[config.mk]
export PLATFORM = sky130hd
export DESIGN_NAME = rem_reporter
export DESIGN_NICKNAME = d
export VERILOG_FILES = /design/src/include/rem_pkg.sv /design/src/include/rem_evq_if.sv /design/src/rtl/rem_evq_mem.sv /design/src/rtl/rem_event_sel.sv /design/src/rtl/rem_reporter.sv
export SDC_FILE = /design/constraint.sdc
export NUM_CORES = 1
export LEC_CHECK = 0
export ABC_CLOCK_PERIOD_IN_PS = 4600
export BUFFER_PORTS_ARGS = -buffer_cell sky130_fd_sc_hd__buf_2
export CAP_MARGIN = 20
export CORE_MARGIN = 4
export CORE_UTILIZATION = 45
export DETAILED_ROUTE_END_ITERATION = 12
export PLACE_DENSITY_LB_ADDON = 0.08
export SYNTH_ARGS = -nofsm -noshare
export SYNTH_HDL_FRONTEND = slang
export SYNTH_SLANG_ARGS = --single-unit
[constraint.sdc]
create_clock -name clk -period 4.6 [get_ports clk]
set_clock_uncertainty 0.05 [all_clocks]
set_input_delay 1.15 -clock clk [delete_from_list [all_inputs] [get_ports clk]]
set_output_delay 1.15 -clock clk [all_outputs]
set_load 0.01 [all_outputs]
[src/include/rem_pkg.sv]
/*
 Package for the relay event mask reporter: mask reset values, event codes,
 data item codes of channel 0 and the request command encoding.
 Assumes a bus front end that has already decoded the serial frames.
*/
package rem_pkg;
   // ************************************************************
   // Mask widths and reset values
   // ************************************************************
   localparam int MASK8_W = 8;
   localparam int RLY_W = 10;
   localparam logic [7:0] EARTH_UNB_MASK_RST = 8'h44; // Trip events only
   localparam logic [7:0] UC_EXT_MASK_RST = 8'h14; // Undercurrent trip, ext trip
   localparam logic [9:0] RELAY_MASK_RST = 10'h300; // Second trip output only
   // Field positions: start, start reset, trip, trip reset per stage
   localparam int EF_START_POS = 0;
   localparam int EF_START_RST_POS = 1;
   localparam int UB_START_POS = 4;
   localparam int UB_START_RST_POS = 5;
   localparam int UC_START_POS = 0;
   localparam int UC_START_RST_POS = 1;
   // ************************************************************
   // Event codes carried to the master
   // ************************************************************
   localparam logic [5:0] EV_BASE_EU = 6'h11; // Codes 17..24
   localparam logic [5:0] EV_BASE_UX = 6'h19; // Codes 25..32
   localparam logic [5:0] EV_BASE_RLY = 6'h21; // Codes 33..42
   localparam logic [5:0] EV_RESTART = 6'h32; // Code 50
   localparam logic [5:0] EV_OVERFLOW = 6'h33; // Code 51
   // ************************************************************
   // Data access on the serial bus
   // ************************************************************
   localparam logic [3:0] DATA_CHANNEL = 4'h0;
   localparam logic [7:0] ITEM_EU_MASK = 8'h9d; // Writable masks
   localparam logic [7:0] ITEM_UX_MASK = 8'h9e;
   localparam logic [7:0] ITEM_RLY_MASK = 8'h9f;
   localparam logic [7:0] ITEM_STARTUP = 8'ha0; // Read only status
   localparam int EV_DEPTH = 8;
   localparam int EV_AW = 3;
   typedef enum logic [1:0] {
      REM_CMD_NONE = 2'b00,
      REM_CMD_READ = 2'b01,
      REM_CMD_WRITE = 2'b10
   } rem_cmd_t;
   typedef enum logic [1:0] {
      REM_ANS_OK = 2'b00,
      REM_ANS_BAD_CHANNEL = 2'b01,
      REM_ANS_NOT_WRITABLE = 2'b10,
      REM_ANS_UNKNOWN = 2'b11
   } rem_status_t;
endpackage

[src/include/rem_evq_if.sv]
/*
 Interface between the reporter and its event memory.
 Assumes one clock for both ends.
*/
`timescale 1ns/1ps
interface rem_evq_if;
   logic wr_en; // Write one event code
   logic [2:0] wr_addr;
   logic [5:0] wr_data;
   logic [2:0] rd_addr;
   logic [5:0] rd_data; // Registered read data
   modport ctrl (output wr_en, output wr_addr, output wr_data, output rd_addr,
      input rd_data);
   modport mem (input wr_en, input wr_addr, input wr_data, input rd_addr,
      output rd_data);
endinterface

[src/rtl/rem_evq_mem.sv]
/*
 Small event code memory with registered read data.
 Assumes the controller keeps its own pointers and counts.
*/
`timescale 1ns/1ps
module rem_evq_mem (
   input wire logic clk,
   rem_evq_if.mem port
);
   import rem_pkg::*;
   logic [5:0] store [EV_DEPTH]; // Event code slots
   logic [5:0] rd_q;
   // ************************************************************
   // Storage and read register, no reset needed on the array
   // ************************************************************
   always_ff @(posedge clk) begin
      if (port.wr_en) begin
         store[port.wr_addr] <= port.wr_data;
      end
      rd_q <= store[port.rd_addr];
   end
   assign port.rd_data = rd_q;
endmodule // rem_evq_mem

[src/rtl/rem_event_sel.sv]
/*
 Combinational mask and start-up filter for the masked event groups.
 Assumes one-cycle event pulses from the protection stages.
*/
`timescale 1ns/1ps
module rem_event_sel (
   input wire logic [7:0] eu_ev,
   input wire logic [7:0] ux_ev,
   input wire logic [9:0] rly_ev,
   input wire logic [7:0] eu_mask,
   input wire logic [7:0] ux_mask,
   input wire logic [9:0] rly_mask,
   input wire logic startup,
   output logic [25:0] sel
);
   import rem_pkg::*;
   logic [7:0] eu_keep; // Start events stripped during start-up
   logic [7:0] ux_keep;
   // ************************************************************
   // Filter
   // ************************************************************
   always_comb begin
      eu_keep = 8'hff;
      ux_keep = 8'hff;
      if (startup) begin // Trips still pass
         eu_keep[EF_START_POS] = 1'b0;
         eu_keep[EF_START_RST_POS] = 1'b0;
         eu_keep[UB_START_POS] = 1'b0;
         eu_keep[UB_START_RST_POS] = 1'b0;
         ux_keep[UC_START_POS] = 1'b0;
         ux_keep[UC_START_RST_POS] = 1'b0;
      end
      // A set mask bit reports, clear suppresses
      sel = {rly_ev & rly_mask, ux_ev & ux_mask & ux_keep, eu_ev & eu_mask & eu_keep};
   end
endmodule // rem_event_sel

[src/rtl/rem_reporter.sv]
/*
 Relay event mask reporter: holds the three event masks, filters and
 queues events, and serves decoded read and write requests of the master.
 The output register ahead of the event memory holds one event more, so
 nine events can wait while the master stalls before any are dropped.
 Assumes a serial front end giving decoded requests, one per pulse, and
 one-cycle event pulses from the protection logic.
*/
`timescale 1ns/1ps
module rem_reporter (
   input wire logic clk,
   input wire logic rst_b,
   input wire logic [7:0] eu_event, // Earth-fault and unbalance pulses
   input wire logic [7:0] ux_event, // Undercurrent and external pulses
   input wire logic [9:0] relay_event, // Output relay pulses
   input wire logic startup_begin, // Motor start-up begins
   input wire logic startup_end, // Motor start-up ends
   input wire logic req_valid, // Decoded request pulse
   input wire rem_pkg::rem_cmd_t req_cmd,
   input wire logic [3:0] req_channel,
   input wire logic [7:0] req_item,
   input wire logic [9:0] req_wdata,
   input wire logic ev_pop, // Master took the offered event
   output logic resp_valid,
   output rem_pkg::rem_status_t resp_status,
   output logic [9:0] resp_data,
   output logic ev_valid,
   output logic [5:0] ev_code,
   output logic startup_active
);
   import rem_pkg::*;
   // ************************************************************
   // Declarations
   // ************************************************************
   logic [7:0] eu_mask, next_eu_mask; // Earth-fault/unbalance mask
   logic [7:0] ux_mask, next_ux_mask; // Undercurrent/external mask
   logic [9:0] rly_mask, next_rly_mask; // Output relay mask
   logic startup, next_startup; // Start-up condition
   // Registered answer to the master
   logic resp_v, next_resp_v;
   rem_status_t resp_s, next_resp_s;
   logic [9:0] resp_d, next_resp_d;
   // Event path
   logic [25:0] sel; // Masked, filtered events
   logic [25:0] pend, next_pend; // Events not yet queued
   logic restart_pend, next_restart_pend; // Restart event owed
   logic ovf_pend, next_ovf_pend; // Overflow event owed
   // Queue pointers and fill count; the count is one bit wider to show full
   logic [EV_AW-1:0] wptr, next_wptr;
   logic [EV_AW-1:0] rptr, next_rptr;
   logic [EV_AW:0] count, next_count;
   logic out_v, next_out_v; // Event offered to master
   logic [5:0] out_code, next_out_code;
   logic fetch, next_fetch; // Memory read in flight
   // Queue write side, decided each cycle
   logic push;
   logic [5:0] push_code;
   logic [25:0] take;
   // Queue read side
   logic pop_q;
   // Carrier to the event memory
   rem_evq_if evq ();

   // Lowest pending bit index, used for the event code
   // Scanning from the top lets the lowest set bit win last
   function automatic logic [4:0] first_set(input logic [25:0] v);
      logic [4:0] idx;
      idx = 5'h0;
      for (int i = 25; i >= 0; i--) begin
         if (v[i]) begin
            idx = 5'(i);
         end
      end
      return idx;
   endfunction

   // Code of a masked event by its bit index
   // Codes run on without gaps across the three groups
   function automatic logic [5:0] code_of(input logic [4:0] idx);
      logic [5:0] c;
      c = EV_BASE_EU + {1'b0, idx};
      return c;
   endfunction

   // Mask and start-up filter, purely combinational
   rem_event_sel u_sel (
      .eu_ev(eu_event),
      .ux_ev(ux_event),
      .rly_ev(relay_event),
      .eu_mask(eu_mask),
      .ux_mask(ux_mask),
      .rly_mask(rly_mask),
      .startup(startup),
      .sel(sel)
   );

   // Event memory; read data come out one cycle after the address
   rem_evq_mem u_mem (
      .clk(clk),
      .port(evq)
   );

   // ************************************************************
   // Start-up condition tracking
   // ************************************************************
   // Begin and end arrive as one-cycle pulses from the start-up logic
   // Begin wins a tie so that no start event slips through
   always_comb begin
      next_startup = startup;
      if (startup_begin) begin // Begin wins if both arrive
         next_startup = 1'b1;
      end else if (startup_end) begin
         next_startup = 1'b0;
      end
   end

   // ************************************************************
   // Request handling: masks and status over channel 0
   // ************************************************************
   // One answer per taken request, one cycle later
   // Status and data hold until the next answer for a slow reader
   // Refused requests change no mask
   always_comb begin
      next_eu_mask = eu_mask;
      next_ux_mask = ux_mask;
      next_rly_mask = rly_mask;
      next_resp_v = 1'b0;
      next_resp_s = resp_s;
      next_resp_d = resp_d;
      if (req_valid && req_cmd != REM_CMD_NONE) begin
         next_resp_v = 1'b1;
         next_resp_s = REM_ANS_OK;
         next_resp_d = 10'h000;
         // Channel check comes before any item decode
         if (req_channel != DATA_CHANNEL) begin // Only channel 0 holds data
            next_resp_s = REM_ANS_BAD_CHANNEL;
         end else if (req_cmd == REM_CMD_READ) begin
            unique case (req_item) // Read answer
               ITEM_EU_MASK: next_resp_d = {2'b00, eu_mask};
               ITEM_UX_MASK: next_resp_d = {2'b00, ux_mask};
               ITEM_RLY_MASK: next_resp_d = rly_mask;
               ITEM_STARTUP: next_resp_d = {9'h000, startup};
               default: next_resp_s = REM_ANS_UNKNOWN;
            endcase
         end else begin
            // Eight-bit masks keep the low byte of the value
            unique case (req_item)
               ITEM_EU_MASK: next_eu_mask = req_wdata[7:0];
               ITEM_UX_MASK: next_ux_mask = req_wdata[7:0];
               ITEM_RLY_MASK: next_rly_mask = req_wdata;
               ITEM_STARTUP: next_resp_s = REM_ANS_NOT_WRITABLE;
               default: next_resp_s = REM_ANS_UNKNOWN;
            endcase
         end
      end
   end

   // ************************************************************
   // Event collection and queue write
   // ************************************************************
   // Pending bits gather pulses until written, or until dropped at a full queue; a repeated pulse merges
   // At most one code is written per cycle, keeping the memory to one write port
   always_comb begin
      next_pend = pend | sel;
      next_restart_pend = restart_pend;
      next_ovf_pend = ovf_pend;
      next_wptr = wptr;
      push = 1'b0;
      push_code = 6'h00;
      take = 26'h0;
      // Restart first, then overflow, then masked events
      if (restart_pend) begin
         push_code = EV_RESTART;
      end else if (ovf_pend) begin
         push_code = EV_OVERFLOW;
      end else if (pend != 26'h0) begin
         push_code = code_of(first_set(pend));
         take[first_set(pend)] = 1'b1;
      end
      // Free space decides between writing and dropping
      if (restart_pend || ovf_pend || pend != 26'h0) begin
         if (count < (EV_AW+1)'(EV_DEPTH)) begin
            push = 1'b1;
            next_wptr = wptr + 1'b1;
            if (restart_pend) begin
               next_restart_pend = 1'b0;
            end else if (ovf_pend) begin
               next_ovf_pend = 1'b0;
            end
            next_pend = (pend & ~take) | sel; // New pulse wins over take
         end else if (pend != 26'h0) begin
            // Queue full: drop, remember one overflow
            next_pend = sel;
            next_ovf_pend = 1'b1;
         end
      end
   end

   // ************************************************************
   // Queue read: offer one event until the master pops it
   // ************************************************************
   // The memory read takes one cycle, so a fetch flag marks data in flight
   // A pop starts the next fetch in its own cycle; the offer drops for one
   always_comb begin
      next_rptr = rptr;
      next_out_v = out_v;
      next_out_code = out_code;
      next_fetch = 1'b0;
      pop_q = 1'b0;
      // The offer ends at the edge that sees the pop
      if (out_v && ev_pop) begin
         next_out_v = 1'b0;
      end
      if (fetch) begin // Registered read data now valid
         next_out_v = 1'b1;
         next_out_code = evq.rd_data;
      end else if ((!out_v || ev_pop) && count != '0 && !fetch) begin
         pop_q = 1'b1;
         next_fetch = 1'b1;
         next_rptr = rptr + 1'b1;
      end
      // Count moves by one at most each way
      next_count = count + (EV_AW+1)'(push) - (EV_AW+1)'(pop_q);
   end

   // Drive the controller side of the carrier
   assign evq.wr_en = push;
   assign evq.wr_addr = wptr;
   assign evq.wr_data = push_code;
   assign evq.rd_addr = rptr;

   // ************************************************************
   // State registers
   // ************************************************************
   // Masks return to their reset values and a restart event is owed
   // after every reset, so the master learns the masks were lost
   always_ff @(posedge clk or negedge rst_b) begin
      if (!rst_b) begin
         // Every register here returns to a constant
         eu_mask <= EARTH_UNB_MASK_RST;
         ux_mask <= UC_EXT_MASK_RST;
         rly_mask <= RELAY_MASK_RST;
         startup <= 1'b0;
         resp_v <= 1'b0;
         resp_s <= REM_ANS_OK;
         resp_d <= 10'h000;
         pend <= 26'h0;
         restart_pend <= 1'b1; // Restart event after every reset
         ovf_pend <= 1'b0;
         wptr <= '0;
         rptr <= '0;
         count <= '0;
         out_v <= 1'b0;
         out_code <= 6'h00;
         fetch <= 1'b0;
      end else begin
         eu_mask <= next_eu_mask;
         ux_mask <= next_ux_mask;
         rly_mask <= next_rly_mask;
         startup <= next_startup;
         resp_v <= next_resp_v;
         resp_s <= next_resp_s;
         resp_d <= next_resp_d;
         pend <= next_pend;
         restart_pend <= next_restart_pend;
         ovf_pend <= next_ovf_pend;
         wptr <= next_wptr;
         rptr <= next_rptr;
         count <= next_count;
         out_v <= next_out_v;
         out_code <= next_out_code;
         fetch <= next_fetch;
      end
   end

   // Outputs straight from flip-flops
   // No logic between these registers and the pins
   assign resp_valid = resp_v;
   assign resp_status = resp_s;
   assign resp_data = resp_d;
   assign ev_valid = out_v;
   assign ev_code = out_code;
   assign startup_active = startup;
endmodule // rem_reporter

After elaboration in Yosys (flattened, before gate mapping)
Memories as Yosys holds them, arrays and structs flattened. A register that Yosys moved wholly into a read port is not among the register bits.
Index checks and enable logic that the tools add are counted.
- bits in registers: 86
- memory bits (writable): 48
- bits of input ports: 56
- output and inout port bits: 21
- logic and storage cells: 130
- memories kept: 1
- add/subtract/negate cells: 5
- magnitude comparators: 3
- equality and inequality tests: 6
- multiplexer cells: 62
- bitwise operators: 12
- reductions and logical operators: 25
- memories (memory ; depth ; width ; read ports ; clocked after memory_dff ; write ports ; line ; source):
    u_mem.store ; 8 ; 6 ; 1 ; 1 ; 1 ; rem_evq_mem.sv:11 ; logic [5:0] store [EV_DEPTH];
- operator list (operator ; count):
    $mux W26 ; 6
    $mux W5 ; 29
    $or A26 B26 Y26 ; 2
    $pmux W10 S4 ; 1
    $and A8 B8 Y8 ; 4
    $eq A8 B8 Y1 const B ; 4
    $and A26 B26 Y26 ; 1
    $not A26 Y26 ; 1
    $reduce_bool A26 Y1 ; 1
    $mux W10 ; 2
    $mux W6 ; 3
    $mux W1 ; 15
    $reduce_and A4 Y1 ; 3
    $and A10 B10 Y10 ; 1
    $mux W2 ; 4
    $reduce_bool A2 Y1 ; 4
    $reduce_bool A4 Y1 ; 2
    $add A3 B1 Y3 const B ; 2
    $add A5 B5 Y6 const A ; 1
    $lt A5 B6 Y1 const B ; 1
    $demux W1 S5 ; 1
    $ge A5 B1 Y1 const B ; 1
    $logic_and A1 B1 Y1 ; 5
    $add A4 B1 Y4 ; 1
    12 further kinds ; 18

Depth between registers and ports, before layout
- word-level depth: 41
- gate-level depth with buffers: 11
- depth with buffers taken out: 11

Hierarchy
From an unflattened synthesis, not the netlist that was laid out.
- cell total of the unflattened synthesis: 481
- area total of the unflattened synthesis: 6470.0 um^2
- by module, submodules not included (module ; instances ; cells an instance ; area an instance (um^2) ; seq. area each (um^2)):
    rem_reporter ; 1 ; 367 ; 4270.3 ; 2160.8
    rem_evq_mem ; 1 ; 88 ; 2021.9 ; 1561.5
    rem_event_sel ; 1 ; 26 ; 177.7 ; 0.0

Worst setup path before layout
OpenSTA, ideal clock, no wires.
- kind: input -> register
- start: in ev_pop
- end: reg count[2]
- setup time: 123 ps
- arrival: 2642 ps
- required time: 4427 ps
- slack: 1786 ps
- stages on the path: 9
- buffers on the path: 0
- cells stage by stage: inv_1 > a21o_1 > a21oi_1 > ha_1 > inv_1 > ha_1 > inv_1 > fa_1 > xnor2_1
- cells in the longest elaborated chain, start to end: 6
- ends and longest elaborated chain (item ; line ; source):
    from (decl) ; rem_reporter.sv:23 ; input wire logic ev_pop,
    $logic_or A1 B1 Y1 ; rem_reporter.sv:217 ; end else if ((!out_v || ev_pop) && count != '0 && !fetch) begin
    $logic_and A1 B1 Y1 (2 in a row) ; rem_reporter.sv:217 ;
    $mux W1 (2 in a row) ; -- ;
    via next_fetch ; rem_reporter.sv:54 ; logic fetch, next_fetch;
    $sub A4 B1 Y4 ; rem_reporter.sv:223 ; next_count = count + (EV_AW+1)'(push) - (EV_AW+1)'(pop_q);
    via next_count[2] ; rem_reporter.sv:51 ; logic [EV_AW:0] count, next_count;
    to (signal assigned) ; rem_reporter.sv:269 ; count <= next_count;
    to (decl) ; rem_reporter.sv:51 ;
The timed path passes the listed nets, and every way through them passes these cells.
A chain may end at the register's enable or synchronous reset.

Worst setup path in the final report
- start: reg pend[15]
- end: reg count[2]
- cells in the longest elaborated chain, start to end: 5
- ends and longest elaborated chain (item ; line ; source):
    from (decl) ; rem_reporter.sv:45 ; logic [25:0] pend, next_pend;
    from (signal assigned) ; rem_reporter.sv:264 ; pend <= next_pend;
    $reduce_bool A26 Y1 ; rem_reporter.sv:181 ; if (restart_pend || ovf_pend || pend != 26'h0) begin
    $logic_or A1 B1 Y1 ; rem_reporter.sv:181 ;
    $mux W1 ; rem_reporter.sv:181 ;
    $add A4 B1 Y4 ; rem_reporter.sv:223 ;
    $sub A4 B1 Y4 ; rem_reporter.sv:223 ;
    via next_count[2] ; rem_reporter.sv:51 ;
The timed path passes the listed nets, and every way through them passes these cells.

==> results.md <==
- Status: completed
- Final Instance Area: about 0.0075 mm²
- Die ar.: 0.0160 mm²
- Max clock buf depth: 2
- Worst hold path type: flop to flop
- Drt pass-1 iters: 4
- # IOs: 77
- Die Y: approximately 130 µm
- Sequential cell area: around 0.0037 mm²
- Multi-input gate area: 0.00249 mm²
- CTS Buf Count: 17
- Leakage: 0.00317 µW
- Most frequent cells in the layout: dfrtp_1 (79), buf_2 (75), edfxtp_1 (48)
- Initial antenna violation count: 0
- WP data arrival: between 3 and 4 ns
- Synthesis Warnings: 0
- Post-cts sizing count: 0
- Post-Syn Instances: 464
- Hold Buf Count CTS: 0
- Setup-failing EPs final: 0
- Worst-Margin Slew: ~1.1 ns
- GP Congestion: 0.839
- Avg Inst Size Synth: 13.7 µm²
- Clock-pin slew on the worst setup and hold paths: 0.06 ns
- Fill cells: 1174
- Ys async rst share: 61.4%
- Vias in the first global route: roughly 4400
- Vias per cell: 5.61
- Clk sinks: 140
- Core area: roughly 0.014 mm²
- Total track usage: 19.4%
- Netlist Area Pre-Place: 0.00634 mm²
- Register area share after synthesis: 58.7%
- CP required: 4.85 ns
- H-tree depth: 4
- FP Rows: 43
- Initial core utilization: between 40% and 50%
- Initial DRC count: about 300
- Fmax: 324 MHz
- Pins Over Slew Limit: 0
- PD cells: 529 mW/mm²
- Worst setup EP type: flop
- Critical path startpoint category: flop
- Top FF cell, synth: dfrtp_1
- Routed len/inst: 19.7 µm
- Power Total: about 4000 µW
- Grt total ovfl: 0
- Via count: 4160
- RSZ-0062 raised after global routing: false
- Worst-path maximum fanout: 7
- Mapped Nets: 532
- Post-synth EDFFs: 48
- Die Wd: approximately 130 µm
- Final hold violation count: 0
- Most common cell after layout, fill and taps aside: dfrtp_1
- Maximum number of pins on one net before global-route repair: 56
- Max-slew headroom: 24.3%
- First-pass GRT wire length: between 20 and 25 mm
- IO Port Bufs: 76
- Max IR drop VDD: between 0.2 and 0.3 mV
- DRC viols: 0
- Fin crit share: 67.1%
- CTS tree: done
- Area Overhead vs Synth: 18.0%
- Layout cells sized above 1: a little over a third
- Clock root buffer: clkbuf_16
- ANT cells: 0
- Post-detail-place hpwl: around 11 mm
- DRT Wirelength: approximately 15 mm
- Max-Cap Viols: 0
- Classification of the worst setup path: flop to flop
- Yosys reg bits: 140
- Minimum clock period: 3.09 ns
- Dpl cell area: 0.00692 mm²
- Antenna Nets Post-Route: 0
- FF-to-FF setup slack: around 1.5 ns
- Clock latency on the worst-skew pair: approximately 0.42 ns
- Post-CTS Setup Inserts: 0
- Synth cell types: 63
- Setup TNS: 0 ns
- Layout Nets: ~620
==> kinds of logic after synthesis <==
logic type,count (synthesis),synth area share (%)
AOI/OAI and AO/OA,86,11.2
xor gates and xnor gates,7,0.967
DFF,140,58.7
and+or+nand+nor,126,11.8
adders and majority gates,12,2.49
buffers and inverters,34,2.17
muxes,59,12.6
==> state kept, by name (all words and copies together), names as in the netlist <==
| name | cells |
|---|---|
| u_mem.store | 48 |
| pend | 26 |
| resp_data | 10 |
| rly_mask | 10 |
| eu_mask | 8 |
| ux_mask | 8 |
| ev_code | 6 |
| u_mem.port.rd_data | 6 |
| count | 4 |
| evq.rd_addr | 3 |
| evq.wr_addr | 3 |
| resp_status | 2 |
| ev_valid | 1 |
| fetch | 1 |
| ovf_pend | 1 |
| resp_valid | 1 |
| restart_pend | 1 |
| startup_active | 1 |
==> routing by layer <==
layer	up-vias	track usage, %	share of wire, %
met5	-	0	0
met4	0	7.32	2.4
met1	2077	24.3	43
met3	27	4.72	3.8
met2	102	32.8	51
li1	1954	-	-
==> worst max-delay path, cell delays in order, from the launching register on <==
cell	delay [ns]
dfrtp_1	0.45
nor4_2	0.57
nand4_4	0.28
nor2_1	0.24
a21oi_1	0.17
inv_2	0.19
ha_1	0.25
inv_1	0.06
ha_1	0.16
inv_1	0.06
fa_1	0.37
xnor2_1	0.14
==> power by group <==
part	total [µW]	switching, µW	internal (µW)
Clock	1280	529	746
Combinational	965	519	446
Sequential	1720	185	1530
==> layout make-up <==
cell class	count	share of cell area (%)
sequential	140	49.8
multi-input combinational	290	33.3
clock buffer	19	5.79
timing repair buffer	80	5.52
tap	180	3.01
clock inverter	13	1.61
inverter	20	1.00
==> Yosys cell counts (7+ instances only) <==
master | instances | area [µm²]
a22o_1 | 19 | 166
dfrtp_1 | 79 | 1980
inv_1 | 19 | 71.3
clkbuf_1 | 8 | 30.0
ha_1 | 11 | 138
nor3_1 | 9 | 45.0
nand2_1 | 41 | 154
nor2_1 | 21 | 78.8
mux2_2 | 47 | 529
nor4_1 | 7 | 43.8
a21oi_1 | 9 | 45.0
edfxtp_1 | 48 | 1440
dfstp_2 | 7 | 184
a32o_1 | 20 | 200
mux4_2 | 12 | 270
==> stage by stage <==
stage | setup slack (ns) | utilization [%] | instances | hold WS, ns
6_report | 1.51 | 54.1 | 742 | 0.407
3_5_place_dp | 1.42 | 50.0 | 709 | 0.399
2_1_floorplan | 1.79 | - | 464 | 0.389
5_1_grt | 1.28 | 54.1 | 742 | 0.427
3_3_place_gp | 1.42 | 50.0 | 709 | 0.391
4_1_cts | 1.48 | 54.0 | 741 | 0.412
==> final timing paths <==
check                                      startpoint         end  cells after the start
max in group asynchronous                       rst_b  eu_mask[6]                      2
worst max register to register               pend[15]    count[2]                     11
min in group asynchronous                       rst_b    count[1]                      1
worst min-delay path            u_mem.port.rd_data[4]  ev_code[4]                      1
worst min register to register  u_mem.port.rd_data[4]  ev_code[4]                      1
worst max-delay path                         pend[15]    count[2]                     11
No activity file was read; power rests on OpenSTA's default activity.
